==> src/hw/enc_counter_pkg.sv <==
package enc_counter_pkg;

    // Register indices; byte address is four times the index
    localparam logic [7:0] IDX_HW_CONFIG    = 8'h65;
    localparam logic [7:0] IDX_STROBE       = 8'h67;
    localparam logic [7:0] IDX_PRESET       = 8'h68;
    localparam logic [7:0] IDX_COUNT        = 8'h69;
    localparam logic [7:0] IDX_REF_OFFSET   = 8'h6A;
    localparam logic [7:0] IDX_CONTROL      = 8'h6B;
    localparam logic [7:0] IDX_STATUS       = 8'h6C;
    localparam logic [7:0] IDX_IRQ_STATUS   = 8'h70;
    localparam logic [7:0] IDX_IRQ_MASK     = 8'h71;

    // Hardware configuration fields
    localparam int HW_RELAY_BIT  = 0;
    localparam int HW_ZREF_BIT   = 2;
    localparam int HW_ABS_BIT    = 5;
    localparam int HW_CFG_W      = 8;

    // Control register fields
    localparam int CTL_W           = 24;
    localparam int CTL_STROBE_BIT  = 0;
    localparam int CTL_ZERO_BIT    = 3;
    localparam int CTL_REPZERO_BIT = 4;
    localparam int CTL_INHIBIT_BIT = 5;
    localparam int CTL_SETREF_BIT  = 6;
    localparam int CTL_OFFSET_BIT  = 10;
    localparam int CTL_GRAY_BIT    = 11;
    localparam int CTL_PAR_EN_BIT  = 12;
    localparam int CTL_PAR_ODD_BIT = 13;
    localparam logic [23:0] CTL_RESET = 24'h000300;

    // Status fields
    localparam int ST_VALID_BIT  = 0;
    localparam int ST_ZEROED_BIT = 3;
    localparam int ST_OVWR_BIT   = 4;
    localparam int ST_W          = 6;

    // Clock generator fields
    localparam int CG_DIV_MSB   = 9;
    localparam int CG_FRAME_LSB = 10;
    localparam int CG_FRAME_MSB = 15;

    localparam int CNT_W = 24;
    localparam int POS_W = 32;

    // Interrupt event bit positions
    localparam int EV_POS   = 0;
    localparam int EV_ZERO  = 1;
    localparam int EV_PERR  = 2;
    localparam int EV_W     = 3;

    typedef struct packed {
        logic [CNT_W-1:0] preset;
        logic [CNT_W-1:0] strobe;
        logic [CNT_W-1:0] ref_off;
    } cnt_regs_t;

    typedef enum logic [1:0] {
        SSI_IDLE  = 2'b00,
        SSI_CLOCK = 2'b01,
        SSI_DONE  = 2'b10,
        SSI_PAUSE = 2'b11
    } ssi_state_t;

endpackage

==> src/hw/encoder_counter_ssi_interface.sv <==
// Overview of operation
// - Relay bit one closes contact, zero opens
// - Config bit gates zero/reference input line
// - Config bit selects incremental or SSI absolute
// - Incremental strobe register reads back last write
// - Absolute mode: same location reads position word
// - Incremental count write loads stored preset value
// - Count read returns live incremental count
// - Absolute mode preset is 16-bit clock config
// - Low field divides module clock for SSI
// - Upper field holds twice pulses plus one
// - Reference/offset register used per control settings
// - Control register holds modes and filter
// - Status read clears flags except zeroed flag
// - Status bit zero marks valid position
// - Control bit selects binary or Gray decoding
`timescale 1ns/10ps
`default_nettype none
module encoder_counter_ssi_interface
    import enc_counter_pkg::*;
#(
    parameter int ADDR_W = 12
) (
    input  wire logic              pclk,
    input  wire logic              presetn,
    input  wire logic              psel,
    input  wire logic              penable,
    input  wire logic              pwrite,
    input  wire logic [ADDR_W-1:0] paddr,
    input  wire logic [31:0]       pwdata,
    output logic [31:0]            prdata,
    output logic                   pready,
    output logic                   pslverr,
    input  wire logic              enc_a,
    input  wire logic              enc_b,
    input  wire logic              zero_reference_input,
    input  wire logic              ssi_data,
    output logic                   ssi_clk,
    output logic                   relay_out,
    output logic                   irq
);

    // Two-stage synchronisers for all pins
    // Everything downstream reads only the second stage
    logic [3:0] sync1_ff;
    logic [3:0] sync2_ff;
    always_ff @(posedge pclk or negedge presetn) begin
        if (!presetn) begin
            sync1_ff <= 4'h0;
            sync2_ff <= 4'h0;
        end else begin
            sync1_ff <= {ssi_data, zero_reference_input, enc_b, enc_a};
            sync2_ff <= sync1_ff;
        end
    end
    logic a_s;
    logic b_s;
    logic z_s;
    logic d_s;
    assign {d_s, z_s, b_s, a_s} = sync2_ff;

    // Register storage
    logic [HW_CFG_W-1:0] hw_cfg_ff;
    logic [CTL_W-1:0]    ctl_ff;
    cnt_regs_t           regs_ff;
    logic [CNT_W-1:0]    count_ff;
    logic [POS_W-1:0]    pos_ff;
    logic [ST_W-1:0]     status_ff;
    logic [EV_W-1:0]     irq_st_ff;
    logic [EV_W-1:0]     irq_mask_ff;

    // APB decode: zero wait states, unmapped addresses answer with an error
    // pready is tied high, so every access ends in its first access cycle
    logic       wr_en;
    logic       rd_en;
    logic       hit;
    logic [7:0] idx;
    assign idx    = paddr[9:2];
    assign wr_en  = psel & penable & pwrite;
    assign rd_en  = psel & penable & ~pwrite;
    assign pready = 1'b1;
    always_comb begin
        unique case (idx)
            IDX_HW_CONFIG, IDX_STROBE, IDX_PRESET, IDX_COUNT, IDX_REF_OFFSET,
            IDX_CONTROL, IDX_STATUS, IDX_IRQ_STATUS, IDX_IRQ_MASK: hit = 1'b1;
            default: hit = 1'b0;
        endcase
    end
    assign pslverr = psel & penable & (~hit | paddr[1:0] != 2'b00
                     | paddr[ADDR_W-1:10] != '0);

    // Write strobe for one register; refused accesses never land
    function automatic logic wr_to(input logic [7:0] i);
        return wr_en && idx == i && !pslverr;
    endfunction

    // Encoder type switches the meaning of strobe, preset and count
    logic abs_mode;
    assign abs_mode = hw_cfg_ff[HW_ABS_BIT];

    // Hardware configuration and control registers
    always_ff @(posedge pclk or negedge presetn) begin
        if (!presetn) begin
            hw_cfg_ff <= '0;
            ctl_ff    <= CTL_RESET;
        end else begin
            if (wr_to(IDX_HW_CONFIG))
                hw_cfg_ff <= pwdata[HW_CFG_W-1:0];
            if (wr_to(IDX_CONTROL))
                ctl_ff <= pwdata[CTL_W-1:0];
        end
    end
    assign relay_out = hw_cfg_ff[HW_RELAY_BIT];

    // Preset doubles as the SSI clock generator; strobe and reference are plain storage
    always_ff @(posedge pclk or negedge presetn) begin
        if (!presetn) begin
            regs_ff <= '0;
        end else begin
            if (wr_to(IDX_PRESET))
                regs_ff.preset <= abs_mode ? {8'h00, pwdata[CG_FRAME_MSB:0]}
                                           : pwdata[CNT_W-1:0];
            if (wr_to(IDX_STROBE) && !abs_mode)
                regs_ff.strobe <= pwdata[CNT_W-1:0];
            if (wr_to(IDX_REF_OFFSET))
                regs_ff.ref_off <= pwdata[CNT_W-1:0];
        end
    end

    // Quadrature decode, 4-fold; counting stops when inputs are inhibited
    // Both pins changing in one sample is a lost step, so the pins must
    // hold each state for at least one clock after the synchronisers
    logic a_d_ff;
    logic b_d_ff;
    logic step;
    logic up;
    always_ff @(posedge pclk or negedge presetn) begin
        if (!presetn) begin
            a_d_ff <= 1'b0;
            b_d_ff <= 1'b0;
        end else begin
            a_d_ff <= a_s;
            b_d_ff <= b_s;
        end
    end
    assign step = (a_s ^ a_d_ff) ^ (b_s ^ b_d_ff);
    assign up   = a_d_ff ^ b_s;

    // Gated zero/reference event: enabled by config bit, in incremental mode only
    // Only the rising edge counts, so a held level acts once
    logic z_d_ff;
    logic z_event;
    logic zero_req;
    logic setref_req;
    always_ff @(posedge pclk or negedge presetn) begin
        if (!presetn)
            z_d_ff <= 1'b0;
        else
            z_d_ff <= z_s;
    end
    assign z_event    = z_s & ~z_d_ff & hw_cfg_ff[HW_ZREF_BIT] & ~abs_mode;
    assign zero_req   = z_event & (ctl_ff[CTL_ZERO_BIT] | ctl_ff[CTL_REPZERO_BIT]);
    assign setref_req = z_event & ctl_ff[CTL_SETREF_BIT];

    // Live counter; a software write wins over encoder steps
    // Order: software load, reference load, zeroing, then steps
    always_ff @(posedge pclk or negedge presetn) begin
        if (!presetn) begin
            count_ff <= '0;
        end else if (wr_to(IDX_COUNT) && !abs_mode) begin
            count_ff <= regs_ff.preset;
        end else if (setref_req) begin
            count_ff <= regs_ff.ref_off;
        end else if (zero_req) begin
            count_ff <= '0;
        end else if (step && !ctl_ff[CTL_INHIBIT_BIT] && !abs_mode) begin
            count_ff <= up ? count_ff + 1'b1 : count_ff - 1'b1;
        end
    end

    // SSI engine: half-period counter from low field, edge count from upper field
    // A frame is F toggles of D+1 clocks, the first one falling; data is
    // taken on each rising toggle, then one latch cycle and a pause of
    // (F+1)*(D+1) clocks lets the encoder's monoflop expire.
    // Settings are read live, so a change mid-frame can garble one word;
    // software should discard the first position after reconfiguring.
    ssi_state_t        state_ff;
    logic [CG_DIV_MSB:0]              div_ff;
    logic [CG_FRAME_MSB-CG_FRAME_LSB:0] edge_ff;
    logic [POS_W-1:0]  shift_ff;
    logic              sclk_ff;
    logic              frame_done;
    logic [CG_DIV_MSB:0]              div_cfg;
    logic [CG_FRAME_MSB-CG_FRAME_LSB:0] frame_cfg;
    assign div_cfg   = regs_ff.preset[CG_DIV_MSB:0];
    assign frame_cfg = regs_ff.preset[CG_FRAME_MSB:CG_FRAME_LSB];

    always_ff @(posedge pclk or negedge presetn) begin
        if (!presetn) begin
            state_ff <= SSI_IDLE;
            div_ff   <= '0;
            edge_ff  <= '0;
            shift_ff <= '0;
            sclk_ff  <= 1'b1;
        end else begin
            unique case (state_ff)
                SSI_IDLE: begin
                    sclk_ff <= 1'b1;
                    if (abs_mode && frame_cfg > 6'h01) begin
                        state_ff <= SSI_CLOCK;
                        div_ff   <= div_cfg;
                        edge_ff  <= frame_cfg - 6'h01;
                        shift_ff <= '0;
                    end
                end
                SSI_CLOCK: begin
                    if (div_ff == '0) begin
                        div_ff  <= div_cfg;
                        sclk_ff <= ~sclk_ff;
                        // Sample on rising edge, MSB arrives first
                        if (!sclk_ff)
                            shift_ff <= {shift_ff[POS_W-2:0], d_s};
                        if (edge_ff == '0)
                            state_ff <= SSI_DONE;
                        else
                            edge_ff <= edge_ff - 6'h01;
                    end else begin
                        div_ff <= div_ff - 1'b1;
                    end
                end
                SSI_DONE: begin
                    sclk_ff  <= 1'b1;
                    state_ff <= SSI_PAUSE;
                    edge_ff  <= frame_cfg; // Monoflop pause reuses edge counter
                    div_ff   <= div_cfg;
                end
                SSI_PAUSE: begin
                    // Let the encoder monoflop time out before the next burst
                    if (div_ff == '0) begin
                        div_ff <= div_cfg;
                        if (edge_ff == '0)
                            state_ff <= SSI_IDLE;
                        else
                            edge_ff <= edge_ff - 6'h01;
                    end else begin
                        div_ff <= div_ff - 1'b1;
                    end
                end
            endcase
        end
    end
    assign ssi_clk    = sclk_ff;
    assign frame_done = state_ff == SSI_DONE;

    // Word decode: parity bit trails data when enabled
    logic [POS_W-1:0] raw_word;
    logic [POS_W-1:0] dec_word;
    logic             par_ok;
    always_comb begin
        raw_word = ctl_ff[CTL_PAR_EN_BIT] ? {1'b0, shift_ff[POS_W-1:1]} : shift_ff;
        dec_word = raw_word;
        // Gray to binary runs from the top bit down
        if (ctl_ff[CTL_GRAY_BIT]) begin
            for (int i = POS_W - 2; i >= 0; i--)
                dec_word[i] = dec_word[i+1] ^ raw_word[i];
        end
        // Parity covers the data bits and the parity bit itself
        par_ok = !ctl_ff[CTL_PAR_EN_BIT] ||
                 ((^shift_ff) == ctl_ff[CTL_PAR_ODD_BIT]);
    end

    // Latch position word when the frame is clean
    // A frame with a parity error keeps the previous position
    always_ff @(posedge pclk or negedge presetn) begin
        if (!presetn)
            pos_ff <= '0;
        else if (frame_done && par_ok)
            pos_ff <= dec_word;
    end

    // Status flags; set wins over the clear-on-read
    // Overwrite flag: a new word arrived while valid was still set
    logic st_rd;
    logic [ST_W-1:0] st_set;
    assign st_rd = rd_en && idx == IDX_STATUS && !pslverr;
    always_comb begin
        st_set = '0;
        st_set[ST_VALID_BIT]  = frame_done & par_ok;
        st_set[ST_OVWR_BIT]   = frame_done & par_ok & status_ff[ST_VALID_BIT];
        st_set[ST_ZEROED_BIT] = zero_req;
    end
    always_ff @(posedge pclk or negedge presetn) begin
        if (!presetn)
            status_ff <= '0;
        else if (st_rd)
            status_ff <= st_set | (status_ff & (ST_W'(1) << ST_ZEROED_BIT));
        else
            status_ff <= status_ff | st_set;
    end

    // Interrupt status, write one to clear; new events win
    // The mask only gates the output; status bits record every event
    logic [EV_W-1:0] ev;
    assign ev = {frame_done & ~par_ok, zero_req, frame_done & par_ok};
    always_ff @(posedge pclk or negedge presetn) begin
        if (!presetn) begin
            irq_st_ff   <= '0;
            irq_mask_ff <= '0;
        end else begin
            if (wr_to(IDX_IRQ_MASK))
                irq_mask_ff <= pwdata[EV_W-1:0];
            if (wr_to(IDX_IRQ_STATUS))
                irq_st_ff <= (irq_st_ff & ~pwdata[EV_W-1:0]) | ev;
            else
                irq_st_ff <= irq_st_ff | ev;
        end
    end
    assign irq = |(irq_st_ff & irq_mask_ff);

    // Read mux; strobe location and preset change meaning with mode
    // Bits above a register's width read as zero
    always_comb begin
        prdata = '0;
        if (rd_en && !pslverr) begin
            unique case (idx)
                IDX_HW_CONFIG:  prdata = {24'h0, hw_cfg_ff};
                IDX_STROBE:     prdata = abs_mode ? pos_ff : {8'h0, regs_ff.strobe};
                IDX_PRESET:     prdata = {8'h0, regs_ff.preset};
                IDX_COUNT:      prdata = {8'h0, count_ff};
                IDX_REF_OFFSET: prdata = {8'h0, regs_ff.ref_off};
                IDX_CONTROL:    prdata = {8'h0, ctl_ff};
                IDX_STATUS:     prdata = {26'h0, status_ff};
                IDX_IRQ_STATUS: prdata = {29'h0, irq_st_ff};
                IDX_IRQ_MASK:   prdata = {29'h0, irq_mask_ff};
                default:        prdata = '0;
            endcase
        end
    end

endmodule // encoder_counter_ssi_interface
`default_nettype wire

==> config.mk <==
export PLATFORM = sky130hd
export DESIGN_NAME = encoder_counter_ssi_interface
export DESIGN_NICKNAME = d
export VERILOG_FILES = /design/src/hw/enc_counter_pkg.sv /design/src/hw/encoder_counter_ssi_interface.sv
export SDC_FILE = /design/constraint.sdc
export NUM_CORES = 1
export LEC_CHECK = 0
export BUFFER_PORTS_ARGS = -buffer_cell sky130_fd_sc_hd__buf_4
export CORE_UTILIZATION = 56
export CTS_CLUSTER_DIAMETER = 40
export DETAILED_ROUTE_END_ITERATION = 6
export PLACE_DENSITY = 0.78
export SKIP_LAST_GASP = 1
export SYNTH_ARGS = -nofsm -noshare
export SYNTH_HDL_FRONTEND = slang
export SYNTH_SLANG_ARGS = --single-unit
export TNS_END_PERCENT = 20
==> constraint.sdc <==
create_clock -name pclk -period 4 [get_ports pclk]
set_input_delay 1.2 -clock pclk [delete_from_list [all_inputs] [get_ports pclk]]
set_output_delay 1.2 -clock pclk [all_outputs]
set_load 0.02 [all_outputs]
==> Yosys cells after proc, flatten, opt, wreduce, memory -nomap -nowiden <==
Cells that the tools add are included.
Widths: inputs -> output; s select.
{ "word_totals": {"register_bits": 234, "in_bits": 53, "out_inout_bits": 37, "elab_cells": 190} }
{ "op_classes": {"add_sub_neg": 5, "order_cmp": 1, "n_eq_ne": 21, "muxes": 33, "bitwise": 63, "n_reduce_logical": 47} }
{ "op_table": {"columns": ["operator", "n"], "rows": [
  ["$pmux 32 s9", 1],
  ["$mux 32", 6],
  ["$mux 24", 6],
  ["$eq 8x7->1 const B", 9],
  ["$pmux 32 s2", 1],
  ["$xor 1x1->1", 35],
  ["$reduce_xor 32->1", 1],
  ["$mux 31", 1],
  ["$pmux 10 s3", 1],
  ["$logic_and 1x1->1", 25],
  ["$add 24x1->24 const B", 1],
  ["$mux 6", 4],
  ["$sub 24x1->24 const B", 1],
  ["$mux 10", 2],
  ["$pmux 6 s3", 1],
  ["$ne 2x2->1 const B", 7],
  ["$and 1x1->1", 12],
  ["$sub 6x1->6 const B", 2],
  ["$logic_not 10->1", 1],
  ["$mux 2", 5],
  ["$sub 10x1->10 const B", 1],
  ["$reduce_or 9->1", 1],
  ["$pmux 2 s4", 1],
  ["$reduce_bool 2->1", 4],
  ["other kinds (26)", 41]
]} }

==> Logic depth before layout (Yosys ltp) <==
{ "logic_depth": {"ltp_word": 33, "depth_mapped": 13} }

==> Least setup slack after synthesis <==
No wires, ideal clock.
{ "synth_timing": {"path_kind": "input port to output port", "startpoint": "in paddr[2]", "endpoint": "out prdata[6]", "t_arrival_ns": 3.120, "required_time_ns": 2.800, "setup_slack_ns": -0.320, "stages": 9, "cell_sequence": "clkbuf_1 nand2_1 mux2_2 o22ai_1 nand3_1 or3_1 clkbuf_1 clkbuf_1 a21oi_1"} }
{ "synth_via": {"elab_chain_len": 10} }
{ "synth_rtl": {"columns": ["element", "line_no", "rtl"], "rows": [
  ["from (decl)", "encoder_counter_ssi_interface.sv:29", "input wire logic [ADDR_W-1:0] paddr,"],
  ["$eq 8x7->1", "encoder_counter_ssi_interface.sv:83, encoder_counter_ssi_interface.sv:325", null],
  ["$reduce_or 9->1", "encoder_counter_ssi_interface.sv:83", "unique case (idx)"],
  ["$mux 1", "encoder_counter_ssi_interface.sv:83", null],
  ["$not 1->1", "encoder_counter_ssi_interface.sv:89", "assign pslverr = psel & penable & (~hit | paddr[1:0] != 2'b00"],
  ["$or 1x1->1", "encoder_counter_ssi_interface.sv:89", null],
  ["$or 1x1->1", "encoder_counter_ssi_interface.sv:90", "| paddr[ADDR_W-1:10] != '0);"],
  ["$and 1x1->1", "encoder_counter_ssi_interface.sv:89", null],
  ["$logic_not 1->1", "encoder_counter_ssi_interface.sv:324", "if (rd_en && !pslverr) begin"],
  ["$logic_and 1x1->1", "encoder_counter_ssi_interface.sv:324", null],
  ["$mux 32 (*)", "encoder_counter_ssi_interface.sv:324", null],
  ["to (decl)", "encoder_counter_ssi_interface.sv:31", "output logic [31:0] prdata,"]
]} }
Mark *: on every way between the ends. The rest lies on a longest branch, timed or not.

==> Final worst setup path <==
{ "layout_timing": {"startpoint": "in paddr[4]", "endpoint": "out prdata[24]"} }
The elaborated chain is that of the path after synthesis.

==> results.sh <==
export IMPL_cts_sinks=231
export IMPL_ys_warn_count=0
export IMPL_start_util_pct=57.55
export IMPL_fill_cells=1742
export IMPL_place_inst=1723
export IMPL_drtAntennaViolNets=0
export IMPL_antenna_found_initial=0
export IMPL_firstDrtPassIters=5
export IMPL_p_sw_mw=2.180
export IMPL_setup_viol_count_final=32
export IMPL_n_antenna_cell=0
export IMPL_grt_total_usage_pct=31.30
export IMPL_pwr_density_cell_mw_per_mm2=445.0
export IMPL_cap_violations=0
export IMPL_worst_path_max_delay_cell="or3_4"
export IMPL_synth_top_cell_by_area="dfrtp_1"
export IMPL_grt_max_degree=90
export IMPL_die_x_um=158.0
export IMPL_clkPwrFrac_pct=41.2
export IMPL_finalMaxSlewViolations=0
export IMPL_die_h_um=158.0
export IMPL_skew_ps=18.50
export IMPL_path_cells="buf_8, nand2_2, mux2_4, o22ai_2, buf_6, nand3_2, or3_4, nor2_4, and2_4, buf_6"
export IMPL_path_clk_slew_ps=50
export IMPL_clockBufferDepth=3
export IMPL_cp_start_kind="input pin"
export IMPL_highest_layer="met4"
export IMPL_min_period_ps=4172
export IMPL_grt_pass1_vias=11046
export IMPL_post_route_drc_count=0
export IMPL_cpMostUsedCell="buf_6"
export IMPL_placementRows=56
export IMPL_synth_xor_area_share_pct=8.307
export IMPL_ys_ff_latch=231
export IMPL_m1WireLength_um=15860
export IMPL_clockRootBuffer="clkbuf_16"
export IMPL_drt_total_wl_um=37770
export IMPL_io_pins=90
export IMPL_crit_required_ps=2800
export IMPL_wl_met2_um=17680
export IMPL_worst_slack_ps=-172.3
export IMPL_route_met3_wl_um=2800
export IMPL_combPwrFrac_pct=23.4
export IMPL_power_mw=7.391
export IMPL_core_mm2=0.02368
export IMPL_die_area_mm2=0.02497
export IMPL_numCtsBuffers=35
export IMPL_cts_tree="built"
export IMPL_nets=1532
export IMPL_vias=11092
export IMPL_async_flop_share_pct=100.0
export IMPL_crit_fanout=8
export IMPL_path_class="in -> out"
export IMPL_final_cell_count_no_fill=1792
export IMPL_dpl_hpwl_um=25740
export IMPL_violations="negative setup slack"
export IMPL_synthMuxAreaShare_pct=16.41
export IMPL_htree_num_levels=2
export IMPL_synth_distinct_cells=64
export IMPL_synth_top_family_by_area="multiplexers"
export IMPL_seq_area_mm2=0.005786
export IMPL_synth_nets=1416
export IMPL_drt_initial_drc_count=912
export IMPL_wl_per_cell_um=21.08
export IMPL_seqPwrFrac_pct=35.4
export IMPL_multi_input_area_mm2=0.007681
export IMPL_outcome="finished with violations"
export IMPL_synthSimpleGateAreaFrac_pct=10.55
export IMPL_max_freq_ghz=0.2397
export IMPL_synth_area_leaders="dfrtp_1 (42%), mux2_2 (11%), xnor2_1 (5.1%)"
export IMPL_viasPerCell=6.190
export IMPL_synth_compound_area_share_pct=15.85
export IMPL_area_growth_pct=21.85
export IMPL_finalHoldViolations=0
export IMPL_overflow=0
export IMPL_endpoint_kind="output port"
export IMPL_synth_edf_count=0
export IMPL_leakage_nw=7.659
export IMPL_max_stage_delay_ps=480
export IMPL_place_gp_congestion=0.9318
export IMPL_syn_area_per_cell_um2=10.24
export IMPL_irDropWorstVdd_mv=0.3508
export IMPL_relSlewSlack_pct=25.73
export IMPL_rsz0062_at_grt="true"
export IMPL_p_int_mw=5.211
export IMPL_synth_adder_area_share_pct=2.992
export IMPL_fin_util_pct=70.13
export IMPL_ys_flop_type="dfrtp_1"
export IMPL_postSynthCellCount=1331
export IMPL_synth_top_cell_area_share_pct=41.86
export IMPL_grt_pass1_wl_um=59380
export IMPL_syn_cell_area_mm2=0.01363
export IMPL_clock_latency_ps=510
export IMPL_min_path_type="reg -> reg"
export IMPL_swShare_pct=29.49
export IMPL_tightest_slew_ps=1108
export IMPL_layout_drive_gt1_share_pct=30.96
export IMPL_portBuffers=80
export IMPL_fin_crit_sh_pct=104.3
export IMPL_cp_arrival_ps=2970
export IMPL_yosysSeqAreaShare_pct=42.44
[per-stage QoR]
step                      hold WS [ps]  cell area [µm²]  worst slack, ps  TNS (ps)
after global routing             365.0            16610           -237.6     -5176
after floorplan                  331.2            13860           -128.7    -955.1
final                            350.9            16610           -172.3     -3669
after global placement           333.2            15180           -424.0    -11300
after CTS                        352.7            16510           -180.3     -4640
after detailed placement         337.8            15180           -456.1    -11840
[kinds of logic (layout without fill, tap and decap cells)]
kind of cell,after synthesis,after routing
AO/OA/AOI/OAI,337,337
XOR/XNOR,116,116
adder cells (fa/ha/maj),32,32
buffers and inverters,119,261
flip-flops,231,231
multiplexers,178,178
other,1,1
AND/OR/NAND/NOR,317,317
[Yosys cell counts (all sizes together), types with 7 or more instances]
library cell and instances:
mux2 134, a21oi 70, dfrtp 228, clkbuf 75
mux4 23, nor3 27, buf 19, ha 31
or3 11, nor2 59, and2 12, a22o 35
o21ai 115, nand3 14, o22ai 7, nand2b 22
o31ai 8, mux2i 21, a21o 11, xor2 29
a221o 9, inv 25, nand2 146, a221oi 9
xnor2 81, a22oi 31
[critical path, delay by kind of cell]
| kind | cells | cell delay [ps] |
|---|---|---|
| compound gates | 1 | 160 |
| buf+inv | 3 | 330 |
| simple gates | 5 | 1000 |
| mux | 1 | 270 |
[path summary, 6_finish.rpt]
| kind | start | endpoint | slack (ps) | depth (start not counted) |
|---|---|---|---|---|
| hold / removal | sync1_ff[3] | sync2_ff[3] | 350 | 0 |
| hold reg to reg | sync1_ff[3] | sync2_ff[3] | 350 | 0 |
| setup reg to reg | shift_ff[29] | pos_ff[4] | 230 | 11 |
| setup / recovery | paddr[4] | prdata[24] | -170 | 10 |
| max in group asynchronous | presetn | ctl_ff[12] | 2450 | 2 |
| min in group asynchronous | presetn | pos_ff[27] | 720 | 1 |
[metal layers]
metal  vias up  track usage (%)
li1       5044                -
met1      5491            41.60
met2       457            49.95
met3       100            6.077
met4         0            13.64
met5         -                0
[cells in the final DEF, fill, tap and decap left out, types with 35 or more instances in the layout]
cell type  instances
dfrtp_1          227
buf_4            148
nand2_1          144
mux2_2           133
o21ai_0          115
xnor2_1           79
a21oi_1           65
nor2_1            37
clkbuf_16         37
a22o_1            35
[registers in the layout, indices dropped and copies added, names as in the netlist, 3 cells and up]
name	count
irq_st_ff	3
sync2_ff	4
edge_ff	6
div_cfg	10
count_ff	24
hw_cfg_ff	8
regs_ff	56
shift_ff	32
status_ff	3
ctl_ff	24
pos_ff	32
irq_mask_ff	3
sync1_ff	4
div_ff	10
frame_cfg	6
[power by group through the flow]
stage	Combinational, mW	Clock (mW)	Sequential, mW
after CTS	1.71	3.07	2.61
after global placement	1.62	0	2.64
after global routing	1.92	3.18	2.62
after floorplan	1.28	0	2.59
after detailed placement	1.68	0	2.65
final	1.73	3.05	2.62
[cell type report]
| class | instances | share of cell area [%] |
|---|---|---|
| Multi-Input combinational cell | 981 | 46.25 |
| Sequential cell | 231 | 34.84 |
| Timing Repair Buffer | 173 | 8.837 |
| Clock buffer | 45 | 5.997 |
| Tap cell | 319 | 2.403 |
| Clock inverter | 18 | 1.115 |
| Inverter | 25 | 0.5650 |
[timing repair]
item	4_1_cts	5_1_grt
endpoints found under the setup margin	32	33
setup buffers	2	3
pin swaps	13	8
gates cloned	1	0
hold buffers	0	0
resized for setup	34	16
(Power assumes the default switching activity.)
